**config.mk**
```make
export PLATFORM = sky130hd
export DESIGN_NAME = iod_io_space
export DESIGN_NICKNAME = d
export VERILOG_FILES = /design/src/rtl/iod_pkg.sv /design/src/rtl/iod_io_space.sv
export SDC_FILE = /design/constraint.sdc
export NUM_CORES = 1
export LEC_CHECK = 0
export ABC_AREA = 1
export CAP_MARGIN = 30
export CELL_PAD_IN_SITES_DETAIL_PLACEMENT = 1
export CELL_PAD_IN_SITES_GLOBAL_PLACEMENT = 2
export CORE_MARGIN = 1
export CORE_UTILIZATION = 39
export CTS_CLUSTER_DIAMETER = 30
export CTS_CLUSTER_SIZE = 10
export DETAILED_ROUTE_END_ITERATION = 8
export DONT_BUFFER_PORTS = 1
export GPL_TIMING_DRIVEN = 0
export PLACE_DENSITY_LB_ADDON = 0.08
export SLEW_MARGIN = 20
export SYNTH_ARGS = -nofsm -noshare
export SYNTH_HDL_FRONTEND = slang
export SYNTH_SLANG_ARGS = --single-unit
```
**constraint.sdc**
```tcl
create_clock -name clk_in -period 5.2 [get_ports clk_in]
set_input_delay 0.52 -clock clk_in [delete_from_list [all_inputs] [get_ports clk_in]]
set_output_delay 0.52 -clock clk_in [all_outputs]
set_load 0.1 [all_outputs]
```
**src/rtl/iod_pkg.sv**
```systemverilog
package iod_pkg;

  // ==========================================================
  // Address spaces
  // ==========================================================
  localparam int         IO_ADDR_W    = 6;      // 64 locations for in/out
  localparam logic [7:0] IO_DS_OFFSET = 8'h20;  // I/O address to data address
  localparam logic [7:0] BIT_IO_LAST  = 8'h1F;  // Last bit-addressable I/O location
  localparam logic [7:0] REG_RST      = 8'h00;  // Reset value of every register

  // ==========================================================
  // Register data addresses
  // ==========================================================
  localparam logic [7:0] ADR_PA_PINS  = 8'h20;
  localparam logic [7:0] ADR_PA_DIR   = 8'h21;
  localparam logic [7:0] ADR_PA_OUT   = 8'h22;
  localparam logic [7:0] ADR_PB_PINS  = 8'h23;
  localparam logic [7:0] ADR_PB_DIR   = 8'h24;
  localparam logic [7:0] ADR_PB_OUT   = 8'h25;
  localparam logic [7:0] ADR_PC_OUT   = 8'h28;
  localparam logic [7:0] ADR_PD_PINS  = 8'h29;
  localparam logic [7:0] ADR_PD_DIR   = 8'h2A;
  localparam logic [7:0] ADR_PD_OUT   = 8'h2B;
  localparam logic [7:0] ADR_T0_FLG   = 8'h35;
  localparam logic [7:0] ADR_T1_FLG   = 8'h36;
  localparam logic [7:0] ADR_PC_FLG   = 8'h3B;
  localparam logic [7:0] ADR_EXT_FLG  = 8'h3C;
  localparam logic [7:0] ADR_EXT_MSK  = 8'h3D;
  localparam logic [7:0] ADR_SCR0     = 8'h3E;
  localparam logic [7:0] ADR_EE_CTL   = 8'h3F;
  localparam logic [7:0] ADR_EE_DATA  = 8'h40;
  localparam logic [7:0] ADR_EE_ADRL  = 8'h41;
  localparam logic [7:0] ADR_EE_ADRH  = 8'h42;
  localparam logic [7:0] ADR_PRESC    = 8'h43;
  localparam logic [7:0] ADR_T0_CTLA  = 8'h44;
  localparam logic [7:0] ADR_T0_CTLB  = 8'h45;
  localparam logic [7:0] ADR_T0_CNT   = 8'h46;
  localparam logic [7:0] ADR_T0_CMPA  = 8'h47;
  localparam logic [7:0] ADR_T0_CMPB  = 8'h48;
  localparam logic [7:0] ADR_SCR1     = 8'h4A;
  localparam logic [7:0] ADR_SCR2     = 8'h4B;
  localparam logic [7:0] ADR_DBG      = 8'h51;
  localparam logic [7:0] ADR_SLEEP    = 8'h53;
  localparam logic [7:0] ADR_RST_CAUS = 8'h54;
  localparam logic [7:0] ADR_CORE_CTL = 8'h55;
  localparam logic [7:0] ADR_SELF_PRG = 8'h57;
  localparam logic [7:0] ADR_SP_LO    = 8'h5D;
  localparam logic [7:0] ADR_SP_HI    = 8'h5E;
  localparam logic [7:0] ADR_CORE_FLG = 8'h5F;
  localparam logic [7:0] ADR_WDOG     = 8'h60;
  localparam logic [7:0] ADR_WAKE     = 8'h62;
  localparam logic [7:0] ADR_PWR_RED  = 8'h64;
  localparam logic [7:0] ADR_OSC_CAL  = 8'h66;
  localparam logic [7:0] ADR_PCI_CTL  = 8'h68;
  localparam logic [7:0] ADR_EXT_SNS  = 8'h69;
  localparam logic [7:0] ADR_PC_MSK0  = 8'h6B;
  localparam logic [7:0] ADR_PC_MSK1  = 8'h6C;
  localparam logic [7:0] ADR_T0_IMSK  = 8'h6E;
  localparam logic [7:0] ADR_T1_IMSK  = 8'h6F;
  localparam logic [7:0] ADR_VRES_LO  = 8'h78;
  localparam logic [7:0] ADR_VRES_HI  = 8'h79;
  localparam logic [7:0] ADR_T1_CNTL  = 8'h84;
  localparam logic [7:0] ADR_T1_CNTH  = 8'h85;
  localparam logic [7:0] ADR_T1_CMPL  = 8'h88;
  localparam logic [7:0] ADR_T1_CMPH  = 8'h89;
  localparam logic [7:0] ADR_TW_RATE  = 8'hB8;
  localparam logic [7:0] ADR_TW_DATA  = 8'hBB;

  // ==========================================================
  // Implemented bits per address
  // ==========================================================
  // Bits that software stores; everything else is reserved, apart from flags and read-only inputs
  function automatic logic [7:0] rw_mask(input logic [7:0] a);
    case (a)
      ADR_PC_OUT, ADR_EE_ADRH:                          rw_mask = 8'h01;
      ADR_PD_DIR, ADR_PD_OUT, ADR_PCI_CTL, ADR_T1_IMSK: rw_mask = 8'h03;
      ADR_T0_IMSK:                                      rw_mask = 8'h07;
      ADR_EXT_MSK, ADR_SLEEP, ADR_PWR_RED:              rw_mask = 8'h0F;
      ADR_RST_CAUS:                                     rw_mask = 8'h1F;
      ADR_EE_CTL:                                       rw_mask = 8'h3F;
      ADR_PRESC:                                        rw_mask = 8'h81;
      ADR_CORE_CTL:                                     rw_mask = 8'h93;
      ADR_T0_CTLB:                                      rw_mask = 8'hCF;
      ADR_T0_CTLA:                                      rw_mask = 8'hF3;
      ADR_PA_DIR, ADR_PA_OUT, ADR_PB_DIR, ADR_PB_OUT, ADR_SCR0, ADR_EE_DATA,
      ADR_EE_ADRL, ADR_T0_CNT, ADR_T0_CMPA, ADR_T0_CMPB, ADR_SCR1, ADR_SCR2,
      ADR_DBG, ADR_SELF_PRG, ADR_SP_LO, ADR_SP_HI, ADR_CORE_FLG, ADR_WDOG,
      ADR_WAKE, ADR_OSC_CAL, ADR_EXT_SNS, ADR_PC_MSK0, ADR_PC_MSK1,
      ADR_T1_CMPL, ADR_T1_CMPH, ADR_TW_RATE, ADR_TW_DATA:  rw_mask = 8'hFF;
      default:                                          rw_mask = 8'h00;
    endcase
  endfunction

  // Flags set by hardware and cleared by writing one
  function automatic logic [7:0] w1c_mask(input logic [7:0] a);
    case (a)
      ADR_T0_FLG:  w1c_mask = 8'h07;
      ADR_T1_FLG:  w1c_mask = 8'h03;
      ADR_PC_FLG:  w1c_mask = 8'h03;
      ADR_EXT_FLG: w1c_mask = 8'h0F;
      default:     w1c_mask = 8'h00;
    endcase
  endfunction

endpackage

```
**src/rtl/iod_io_space.sv**
```systemverilog
`timescale 1ns/1ps
// How it works
// - Bit set and clear act only on I/O locations 0x00 to 0x1F.
// - Bit-skip tests can test any bit of the lowest 32 locations.
// - Some flags clear on writing one; writing zero leaves them alone.
// - Bit set/clear rewrites whole register, so other set flags get cleared.
// - In and out instructions reach only I/O locations 0x00 to 0x3F.
// - Data address of an I/O register equals its I/O address plus 0x20.
// - Area 0x60 to 0xFF is reachable only by load and store.
// - Second timer compare: high byte at 0x89, low byte at 0x88.
// - Second timer count: high byte at 0x85, low byte at 0x84.
// - First timer count at 0x46, compares A and B at 0x47, 0x48.
// - Voltage result low byte 0x78, high byte 0x79, high bits 7:4 reserved.
// - EEPROM data 0x40, address low 0x41, high 0x42 with bit 0 only.
// - Two-wire data register at 0xBB, bit-rate register at 0xB8.
// - Debug register at 0x51, scratch registers at 0x3E, 0x4A, 0x4B.
module iod_io_space
  import iod_pkg::*;
(
  // Clock and reset
  input  wire logic                 clk_in,
  input  wire logic                 rst_n_in,
  // Load and store access in data space
  input  wire logic [7:0]           ds_addr_in,
  input  wire logic                 ds_rd_in,
  input  wire logic                 ds_wr_in,
  input  wire logic [7:0]           ds_wdata_in,
  // In and out access in I/O space
  input  wire logic [IO_ADDR_W-1:0] io_addr_in,
  input  wire logic                 io_rd_in,
  input  wire logic                 io_wr_in,
  input  wire logic [7:0]           io_wdata_in,
  // Single-bit operations on I/O space
  input  wire logic                 set_io_bit_instr_in,
  input  wire logic                 clear_io_bit_instr_in,
  input  wire logic                 skip_if_io_bit_high_in,
  input  wire logic                 skip_if_io_bit_low_in,
  input  wire logic [2:0]           bit_sel_in,
  // Read answers
  output logic [7:0]                rd_data_out,
  output logic                      rd_valid_out,
  output logic                      skip_out,
  output logic                      skip_valid_out,
  // Port pins, asynchronous to clk_in
  input  wire logic [7:0]           port_a_pins_in,
  input  wire logic [7:0]           port_b_pins_in,
  input  wire logic [1:0]           port_d_pins_in,
  // Peripheral events and status, same clock
  input  wire logic [2:0]           timer0_flag_set_in,
  input  wire logic [1:0]           timer1_flag_set_in,
  input  wire logic [1:0]           pin_change_flag_set_in,
  input  wire logic [3:0]           external_int_flag_set_in,
  input  wire logic [15:0]          timer1_count_in,
  input  wire logic [11:0]          voltage_converter_result_in,
  // Register contents toward the peripherals
  output logic [7:0]                port_a_output_out,
  output logic [7:0]                port_a_direction_out,
  output logic [7:0]                port_b_output_out,
  output logic [7:0]                port_b_direction_out,
  output logic                      port_c_output_out,
  output logic [1:0]                port_d_output_out,
  output logic [1:0]                port_d_direction_out,
  output logic [3:0]                external_int_mask_out,
  output logic [7:0]                timer0_count_out,
  output logic [7:0]                timer0_compare_a_out,
  output logic [7:0]                timer0_compare_b_out,
  output logic [15:0]               timer1_compare_out,
  output logic [8:0]                eeprom_address_out,
  output logic [7:0]                eeprom_data_out,
  output logic [7:0]                debug_channel_out,
  output logic [7:0]                two_wire_data_reg_out,
  output logic [7:0]                two_wire_rate_reg_out
);

  // ==========================================================
  // Storage and per-address views
  // ==========================================================
  logic [7:0] reg_r    [0:255];
  logic [7:0] reg_nxt  [0:255];
  logic [7:0] stored_m [0:255];
  logic [7:0] set_vec  [0:255];
  logic [7:0] ro_vec   [0:255];

  // Pin synchronisers
  logic [7:0] pa_meta_r;
  logic [7:0] pa_sync_r;
  logic [7:0] pb_meta_r;
  logic [7:0] pb_sync_r;
  logic [1:0] pd_meta_r;
  logic [1:0] pd_sync_r;

  // Answer registers
  logic [7:0] rd_data_r;
  logic       rd_valid_r;
  logic       skip_r;
  logic       skip_valid_r;

  // Decode wires
  logic       ds_acc_w;
  logic       io_sel_w;
  logic [7:0] io_ds_addr_w;
  logic [7:0] acc_addr_w;
  logic       bit_range_w;
  logic       bit_rmw_w;
  logic       bit_test_w;
  logic [7:0] bit_msk_w;
  logic [7:0] rd_val_w;
  logic       wr_en_w;
  logic [7:0] wdata_w;
  logic       rd_en_w;

  // ==========================================================
  // Pin input synchronisers
  // ==========================================================
  // Two stages; only the second stage is read anywhere
  always_ff @(posedge clk_in or negedge rst_n_in)
  begin
    if (!rst_n_in)
    begin
      pa_meta_r <= REG_RST;
      pa_sync_r <= REG_RST;
      pb_meta_r <= REG_RST;
      pb_sync_r <= REG_RST;
      pd_meta_r <= 2'h0;
      pd_sync_r <= 2'h0;
    end
    else
    begin
      pa_meta_r <= port_a_pins_in;
      pa_sync_r <= pa_meta_r;
      pb_meta_r <= port_b_pins_in;
      pb_sync_r <= pb_meta_r;
      pd_meta_r <= port_d_pins_in;
      pd_sync_r <= pd_meta_r;
    end
  end

  // ==========================================================
  // Access decode
  // ==========================================================
  // Load/store wins over I/O-space ops in the same cycle
  assign ds_acc_w     = ds_rd_in | ds_wr_in;
  assign io_sel_w     = ~ds_acc_w;
  // A 6-bit I/O address can never reach 0x60 and up
  assign io_ds_addr_w = {2'b00, io_addr_in} + IO_DS_OFFSET;
  assign acc_addr_w   = ds_acc_w ? ds_addr_in : io_ds_addr_w;
  // Bit ops only below 0x20 in I/O space
  assign bit_range_w  = ({2'b00, io_addr_in} <= BIT_IO_LAST);
  assign bit_rmw_w    = io_sel_w & bit_range_w
                      & (set_io_bit_instr_in | clear_io_bit_instr_in);
  assign bit_test_w   = io_sel_w & bit_range_w
                      & (skip_if_io_bit_high_in | skip_if_io_bit_low_in);
  assign bit_msk_w    = 8'h01 << bit_sel_in;

  // Current value of the addressed location; reserved reads zero
  assign rd_val_w = stored_m[acc_addr_w] | ro_vec[acc_addr_w];

  // One write port shared by store, out and bit read-modify-write
  assign wr_en_w = ds_wr_in | (io_sel_w & io_wr_in) | bit_rmw_w;
  assign rd_en_w = ds_rd_in | (io_sel_w & io_rd_in);

  // Bit ops write back the whole current value, flags included
  always_comb
  begin
    if (ds_wr_in)
      wdata_w = ds_wdata_in;
    else if (io_wr_in)
      wdata_w = io_wdata_in;
    else if (set_io_bit_instr_in)
      wdata_w = rd_val_w | bit_msk_w;
    else
      wdata_w = rd_val_w & ~bit_msk_w;
  end

  // ==========================================================
  // Hardware-driven contents
  // ==========================================================
  // Flag set events, per address
  always_comb
  begin
    for (int i = 0; i < 256; i++)
      set_vec[i] = REG_RST;
    set_vec[ADR_T0_FLG]  = {5'h00, timer0_flag_set_in};
    set_vec[ADR_T1_FLG]  = {6'h00, timer1_flag_set_in};
    set_vec[ADR_PC_FLG]  = {6'h00, pin_change_flag_set_in};
    set_vec[ADR_EXT_FLG] = {4'h0, external_int_flag_set_in};
  end

  // Read-only locations driven from outside the register bank
  always_comb
  begin
    for (int i = 0; i < 256; i++)
      ro_vec[i] = REG_RST;
    ro_vec[ADR_PA_PINS] = pa_sync_r;
    ro_vec[ADR_PB_PINS] = pb_sync_r;
    ro_vec[ADR_PD_PINS] = {6'h00, pd_sync_r};
    ro_vec[ADR_T1_CNTL] = timer1_count_in[7:0];
    ro_vec[ADR_T1_CNTH] = timer1_count_in[15:8];
    ro_vec[ADR_VRES_LO] = voltage_converter_result_in[7:0];
    ro_vec[ADR_VRES_HI] = {4'h0, voltage_converter_result_in[11:8]};
  end

  // ==========================================================
  // Register bank
  // ==========================================================
  // Masks prune every reserved bit to a constant zero
  for (genvar a = 0; a < 256; a++)
  begin : g_reg
    localparam logic [7:0] RWM = rw_mask(8'(a));
    localparam logic [7:0] W1M = w1c_mask(8'(a));
    logic hit_w;

    assign hit_w = wr_en_w & (acc_addr_w == 8'(a));

    // A flag event in the clearing cycle still sets the flag
    assign reg_nxt[a] = hit_w
      ? ((wdata_w & RWM) | (reg_r[a] & W1M & ~wdata_w) | (set_vec[a] & W1M))
      : ((reg_r[a] & RWM) | ((reg_r[a] | set_vec[a]) & W1M));
    assign stored_m[a] = reg_r[a] & (RWM | W1M);

    always_ff @(posedge clk_in or negedge rst_n_in)
    begin
      if (!rst_n_in)
        reg_r[a] <= REG_RST;
      else
        reg_r[a] <= reg_nxt[a];
    end
  end

  // ==========================================================
  // Read and skip answers
  // ==========================================================
  // Answers come one cycle after the request
  always_ff @(posedge clk_in or negedge rst_n_in)
  begin
    if (!rst_n_in)
    begin
      rd_data_r    <= REG_RST;
      rd_valid_r   <= 1'b0;
      skip_r       <= 1'b0;
      skip_valid_r <= 1'b0;
    end
    else
    begin
      rd_valid_r   <= rd_en_w;
      skip_valid_r <= bit_test_w;
      if (rd_en_w)
        rd_data_r <= rd_val_w;
      if (bit_test_w)
        skip_r <= skip_if_io_bit_high_in ? rd_val_w[bit_sel_in] : ~rd_val_w[bit_sel_in];
    end
  end

  assign rd_data_out    = rd_data_r;
  assign rd_valid_out   = rd_valid_r;
  assign skip_out       = skip_r;
  assign skip_valid_out = skip_valid_r;

  // ==========================================================
  // Register outputs
  // ==========================================================
  // Direct taps on the flip-flops of the bank
  assign port_a_output_out     = reg_r[ADR_PA_OUT];
  assign port_a_direction_out  = reg_r[ADR_PA_DIR];
  assign port_b_output_out     = reg_r[ADR_PB_OUT];
  assign port_b_direction_out  = reg_r[ADR_PB_DIR];
  assign port_c_output_out     = reg_r[ADR_PC_OUT][0];
  assign port_d_output_out     = reg_r[ADR_PD_OUT][1:0];
  assign port_d_direction_out  = reg_r[ADR_PD_DIR][1:0];
  assign external_int_mask_out = reg_r[ADR_EXT_MSK][3:0];
  assign timer0_count_out      = reg_r[ADR_T0_CNT];
  assign timer0_compare_a_out  = reg_r[ADR_T0_CMPA];
  assign timer0_compare_b_out  = reg_r[ADR_T0_CMPB];
  assign timer1_compare_out    = {reg_r[ADR_T1_CMPH], reg_r[ADR_T1_CMPL]};
  assign eeprom_address_out    = {reg_r[ADR_EE_ADRH][0], reg_r[ADR_EE_ADRL]};
  assign eeprom_data_out       = reg_r[ADR_EE_DATA];
  assign debug_channel_out     = reg_r[ADR_DBG];
  assign two_wire_data_reg_out = reg_r[ADR_TW_DATA];
  assign two_wire_rate_reg_out = reg_r[ADR_TW_RATE];

endmodule

```
==> impl_metrics.ini, run 1 <==
[die]
die_h_um = 213
core_area_sq_um = 44100
die-area_sq_um = 45600
ios = 233
start_util_pct = 39.5
num_rows = 77
dieWidth_um = 213

[global_routing]
grt_max_degree = 329
grt_pass1_wl_um = 123000
overflow = 0
grt_pass1_vias = 17764
antenna_found_initial = 3
grt_use_total_pct = 38.6

[worst_setup_path]
critical_path.startpoint_type = primary input
worstPathMaxFanout = 10
critPathRequiredTime_ns = 5.75
endpoint_kind = flip-flop
critical_path_arrival_ns = 4.96
worstSetupPathType = in2reg

[drt]
drt_wl_total_um = 87700
drc = 0
wl_met2_um = 39800
wl_per_cell_um = 27.6
met3WireLength_um = 6950
top_layer = met5
drt-initial-drc-count = 1701
met1Wirelength_um = 36900
drt-vias-per-instance = 5.54
vias = 17604
antenna_left = 0
dr.pass1.iters = 5

[clocking]
htreeDepth = 3
clock_latency_ns = 0.64
cts_setup_buffers = 0
cts_root_buf = clkbuf_16
ctsLongestPathBuffers = 3
cts_buffers = 95
cts_resized = 0
cts_tree = yes
postCtsHoldBufs = 29
clkTransAtPathRegs_ns = 0.05
cts.sinks = 328

[yosys]
synth_top_area_share_pct = 47.1
ys_warn_count = 0
avgSynthCellArea_sq_um = 7.34
synth.ff_latch_count = 328
seq_area_frac_synth_pct = 47.1
syn_area_sq_um = 17400
synth_nets = 2475
yosys.area.top_type = dfrtp_1
synth.area.top_cells = dfrtp_1 (47%), nand2_1 (21%), buf_4 (6.1%), nand3_1 (4.1%), o21ai_0 (4.0%)
yosysUniqueCellTypes = 36
syn_inst = 2375

[sta]
setup_tns_ns = 0
hold_ws_ns = -0.421
setup_viol = 0
fin_crit_sh_pct = 84.7
slew_headroom_pct = 23.6
skew_ns = 0.0196
period_needed_ns = 4.41
maxSlewViolCount = 0
rsz0062_at_grt = false
max_freq_ghz = 0.227
hold_viol = 328
tightest_slew_ns = 1.15

[final_layout]
drive_gt1_share_pct = 16.0
nFillCells = 5497
fin_nets = 2604
multi_input_area_sq_um = 7150
syn_to_final_growth_pct = 25.5
final_common_cell = nand2_1
instances_no_fill = 3175
mostFrequentLayoutCells = nand2_1 (978), dfrtp_1 (328), nor2_1 (174)
regArea_sq_um = 8210

[power_and_ir_drop]
leakage_uw = 0.0109
ir_drop_v = 0.000297
pwr_density_cell_nw_per_um2 = 505

[worst_hold_path]
min_path_type = in2async

[placed_design]
dp_hpwl_um = 60700
placed_cells = 2970
place_congestion = 0.938
port_buffers = 0

[status]
outcome = complete, but fails checks
violations = negative hold slack

[run]
maxCapViolCount = 0
[cells by family (layout without fill, tap and decap cells)]
kind of cell	after synthesis	in the layout	synth area share (%)
flops	328	328	47.1
buf+inv	381	588	11.9
compound gates	300	300	9.18
simple gates	1366	1366	31.8
other cells	0	1	0
[path summary, 6_finish.rpt]
check	slack (ns)	cells after the start	end	from
worst min-delay path	-0.42	0	pb_sync_r[1]$_DFF_PN0_	rst_n_in
worst min register to register	0.35	0	pb_sync_r[7]$_DFF_PN0_	pb_meta_r[7]$_DFF_PN0_
worst max register to register	1.89	17	reg_r[1272]$_DFFE_PN0P_	port_c_output_out$_DFFE_PN0P_
max in group asynchronous	4.90	0	reg_r[1184]$_DFFE_PN0P_	rst_n_in
worst max-delay path	0.79	21	reg_r[1378]$_DFFE_PN0P_	ds_wr_in
min in group clk_in	0.10	3	skip_out$_DFFE_PN0P_	skip_if_io_bit_high_in
[power breakdown]
part	internal [uW]	switching, uW	leakage, uW	total, uW
Clock	4310	1860	0.00168	6160
Sequential	2780	264	0.00421	3040
Combinational	378	1470	0.00503	1840
Total	7460	3590	0.0109	11000
[cells in the mapped netlist (all sizes together)]
cell type  number
a211oi          1
a21boi          1
a21o            3
a21oi          27
a22o            3
a22oi           7
a31oi           8
buf           212
clkbuf         12
clkinv          2
dfrtp         328
inv           155
nand2        1001
nand3         144
nand3b          1
nand4           9
nor2          190
nor3           19
o211ai          5
o21a            6
o21ai         238
o22ai           1
or2             2
[sequential cells by signal, indices dropped and copies added, names as in the netlist, 4 cells and up]
name,count
reg_r,159
timer1_compare_out,16
eeprom_address_out,9
debug_channel_out,8
eeprom_data_out,8
pa_meta_r,8
pa_sync_r,8
pb_meta_r,8
pb_sync_r,8
port_a_direction_out,8
port_a_output_out,8
port_b_direction_out,8
port_b_output_out,8
rd_data_out,8
timer0_compare_a_out,8
timer0_compare_b_out,8
timer0_count_out,8
two_wire_data_reg_out,8
two_wire_rate_reg_out,8
external_int_mask_out,4
[worst max-delay path, stage by stage]
cell	delay, ns
buf_6	0.13
inv_2	0.15
nand2_4	0.11
nand2_4	0.18
nand2_2	0.11
buf_6	0.19
nor2_4	0.45
buf_2	0.56
nand2_1	0.49
nor2_1	0.27
a21oi_1	0.06
a21oi_1	0.31
nor2_1	0.15
nand2_1	0.09
o21ai_1	0.06
nand3_1	0.10
nand2_1	0.07
nand2_1	0.12
inv_2	0.20
buf_2	0.38
a21oi_1	0.20
[final cells by class]
cell class                      instances  share of cell area, %
Clock inverter                         51                   3.36
Timing Repair Buffer                   32                   1.45
Buffer                                224                   6.83
Tap cell                              592                   3.38
Multi-Input combinational cell       1666                   32.7
Clock buffer                          124                   12.1
Inverter                              157                   2.69
Sequential cell                       328                   37.5
Antenna cell                            1                 0.0114
[metrics by stage]
step	setup slack (ns)	cell area, sq um	hold WS, ns	power (uW)	util [%]
2_1_floorplan	2.48	17400	0.224	4330	-
3_3_place_gp	0.212	18200	0.233	4820	41.2
3_5_place_dp	0.462	18200	0.233	4850	41.3
4_1_cts	1.11	21900	-0.434	11000	49.6
5_1_grt	0.782	21900	-0.436	11300	49.6
6_report	0.793	21900	-0.421	11000	49.6
[per-layer routing]
metal | GRT usage (%) | vias to the layer above
met5 | 0 | -
met4 | 18.4 | 2
li1 | - | 7652
met1 | 51.7 | 8893
met3 | 6.82 | 209
met2 | 60.4 | 848
No activity file was read; power rests on OpenSTA's default activity.
==> run 2: changes to the inputs <==
ABC_AREA = 0   (was 1)
CORE_UTILIZATION = 40   (was 39)
clock period = 4.5 ns   (was 5.2 ns; I/O delays follow)
==> run 2 against run 1 <==
Effect of this change:
- the run ends with negative hold slack, negative setup slack left
- highest routed layer unchanged
- area after synthesis is 5.3% lower
- first-iteration DRC count up 6.8%
- register-to-register slack got worse by 1.1 ns
- worst setup slack got worse by 0.89 ns
- die area decreased by 7.6%
- sequential share of layout area rose by 2.5 points
- synthesized cell count is 30% lower
- global-route usage is 1.2 points lower
- design area shrank 6.2%
==> impl_metrics.ini, run 2 <==
[worst_setup_path]
reg2reg_from = port_a_direction_out[2]$_DFFE_PN0P_
startpoint = ds_rd_in
worstSetupPathType = in2reg
critPathSlowestCell = o2bb2ai_1
endpoint_kind = flip-flop
path_buf_inv = 5
critPathRequiredTime_ns = 5.03
critical_path.startpoint_type = primary input
slowest_delay_ns = 0.55
cp_cell_sequence = buf_6 -> buf_6 -> o21a_1 -> nor2_4 -> buf_4 -> buf_4 -> mux2i_1 -> o32ai_1 -> a221oi_1 -> o2bb2ai_1 -> nor3_1 -> o31a_1 -> o21ai_4 -> buf_2 -> mux2_2
crit_family = compound AO/OA/AOI/OAI gates
critical_path_arrival_ns = 5.13
worstPathMaxFanout = 10

[drt]
antenna_left = 0
wl_per_cell_um = 32.4
drt_wl_total_um = 77700
vias = 14908
drc = 0
dr.pass1.iters = 5
drt-vias-per-instance = 6.22
drt-initial-drc-count = 1816

[die]
core_area_sq_um = 40700
start_util_pct = 40.5
die_h_um = 205
dieWidth_um = 205
die-area_sq_um = 42100
ios = 233
num_rows = 74

[placed_design]
pre_cts_ws_ns = -1.07
place_congestion = 1.01
port_buffers = 0
dp_hpwl_um = 55300
placed_cells = 2214

[sta]
max_freq_ghz = 0.218
period_needed_ns = 4.60
hold_ws_ns = -0.453
setup_viol = 40
worst_slack_ns = -0.0961
slew_headroom_pct = 20.3
maxSlewViolCount = 0
tightest_slew_ns = 1.20
fin_crit_sh_pct = 102
hold_viol = 328
skew_ns = 0.0215
setup_tns_ns = -2.06

[global_routing]
overflow = 0
antenna_found_initial = 3
grt_use_total_pct = 37.4
grt_max_degree = 329
grt_pass1_vias = 15280
grt_pass1_wl_um = 110000

[yosys]
synth_top_area_share_pct = 49.7
synth_common_cells = dfrtp_1 (328), nand2_1 (258), buf_4 (132)
synth.area.top_cells = dfrtp_1 (50%), buf_4 (6.0%), nand2_1 (5.9%), mux2_2 (4.1%), o21ai_0 (3.9%)
yosys.area.top_type = dfrtp_1
yosysUniqueCellTypes = 83
synth.most_common_cell = dfrtp_1
synthArstFlopShare_pct = 100
ys_warn_count = 0
syn_area_sq_um = 16500
synth-edff-count = 0
seq_area_frac_synth_pct = 49.7
synth_nets = 1774
ys.flop_type = dfrtp_1
avgSynthCellArea_sq_um = 9.86
syn_inst = 1674
synth.ff_latch_count = 328

[final_layout]
largest_reg_flops = 159
regMostFlops = reg_r
drive_gt1_share_pct = 23.8
final_common_cell = dfrtp_1
syn_to_final_growth_pct = 24.3
mostFrequentLayoutCells = dfrtp_1 (328), nand2_1 (258), buf_4 (140)
instances_no_fill = 2398
nFillCells = 4539
fin_nets = 1898

[clocking]
cts_root_buf = clkbuf_16
clkTransAtPathRegs_ns = 0.05
cts_tree = yes
ctsLongestPathBuffers = 3
cts_buffers = 81
htreeDepth = 3
cts.sinks = 328
postCtsHoldBufs = 29
clock_latency_ns = 0.61

[worst_hold_path]
min_path_type = in2async

[status]
outcome = complete, but fails checks
violations = negative hold slack, negative setup slack

[power_and_ir_drop]
leakage_uw = 0.00909
ir_drop_v = 0.000405
pwr_density_cell_nw_per_um2 = 565

[run]
maxCapViolCount = 0
[run 2: cell count changes after synthesis, sizes merged, moves of 34 or more]
cell and change:
nor2 -71, nand2 -742, mux2 +60, o21ai -59, nand3 -115, inv -144
a21oi +63, buf -39, clkbuf +48, a22oi +34
[run 2: path summary, 6_finish.rpt]
path	to	slack, ns	cells after the start
hold reg to reg	pa_sync_r[7]$_DFF_PN0_	0.35	0
setup / recovery	reg_r[1201]$_DFFE_PN0P_	-0.1	15
max in group asynchronous	eeprom_data_out[7]$_DFFE_PN0P_	4.12	0
hold / removal	debug_channel_out[3]$_DFFE_PN0P_	-0.45	0
min in group clk_in	skip_out$_DFFE_PN0P_	0.06	2
setup reg to reg	timer1_compare_out[2]$_DFFE_PN0P_	0.81	9
[run 2: repair_timing]
| action | CTS | global route |
|---|---|---|
| pin swaps | 0 | 1 |
| resized for setup | 12 | 9 |
| endpoints found under the setup margin | 90 | 78 |
| hold endpoints to repair | 357 | 328 |
| buffers inserted | 0 | 3 |
[run 2: cell families after synthesis]
logic type | share of synthesized area, %
xor+xnor | 0.0531
simple gates | 13.1
mux | 6.96
flops | 49.7
compound gates | 20.5
buf+inv | 9.68
[run 2: per-stage QoR]
| stage | area [sq um] | hold slack, ns | util, % | power, uW |
|---|---|---|---|---|
| after global routing | 20500 | -0.477 | 50.4 | 11900 |
| final | 20500 | -0.453 | 50.4 | 11600 |
| after CTS | 20500 | -0.475 | 50.3 | 11600 |
| after detailed placement | 17300 | 0.167 | 42.4 | 5390 |
| after global placement | 17200 | 0.168 | 42.2 | 5350 |
| after floorplan | 16500 | 0.154 | - | 4900 |
[run 2: area by class of cell]
| class | instances | area [sq um] | area share (%) |
|---|---|---|---|
| Multi-Input combinational cell | 1102 | 6770 | 33.0 |
| Inverter | 11 | 41.3 | 0.201 |
| Antenna cell | 2 | 5.00 | 0.0244 |
| Clock inverter | 51 | 707 | 3.44 |
| Buffer | 233 | 1570 | 7.66 |
| Clock buffer | 98 | 2180 | 10.6 |
| Tap cell | 532 | 666 | 3.24 |
| Sequential cell | 328 | 8210 | 40.0 |
| Timing Repair Buffer | 41 | 377 | 1.83 |
[run 2: power by group]
part           internal, uW  switching (uW)
combinational           442            1450
clock                  4260            1920
sequential             3210             316
total                  7920            3690
[run 2: metal layers]
layer / part of all wire [%] / GRT usage [%] / wire length [um]
met5: 0.017 / 0 / 13
met4: 4.2 / 16.0 / 3280
met3: 10 / 10.9 / 7790
met2: 45 / 57.3 / 35100
met1: 41 / 49.1 / 31500
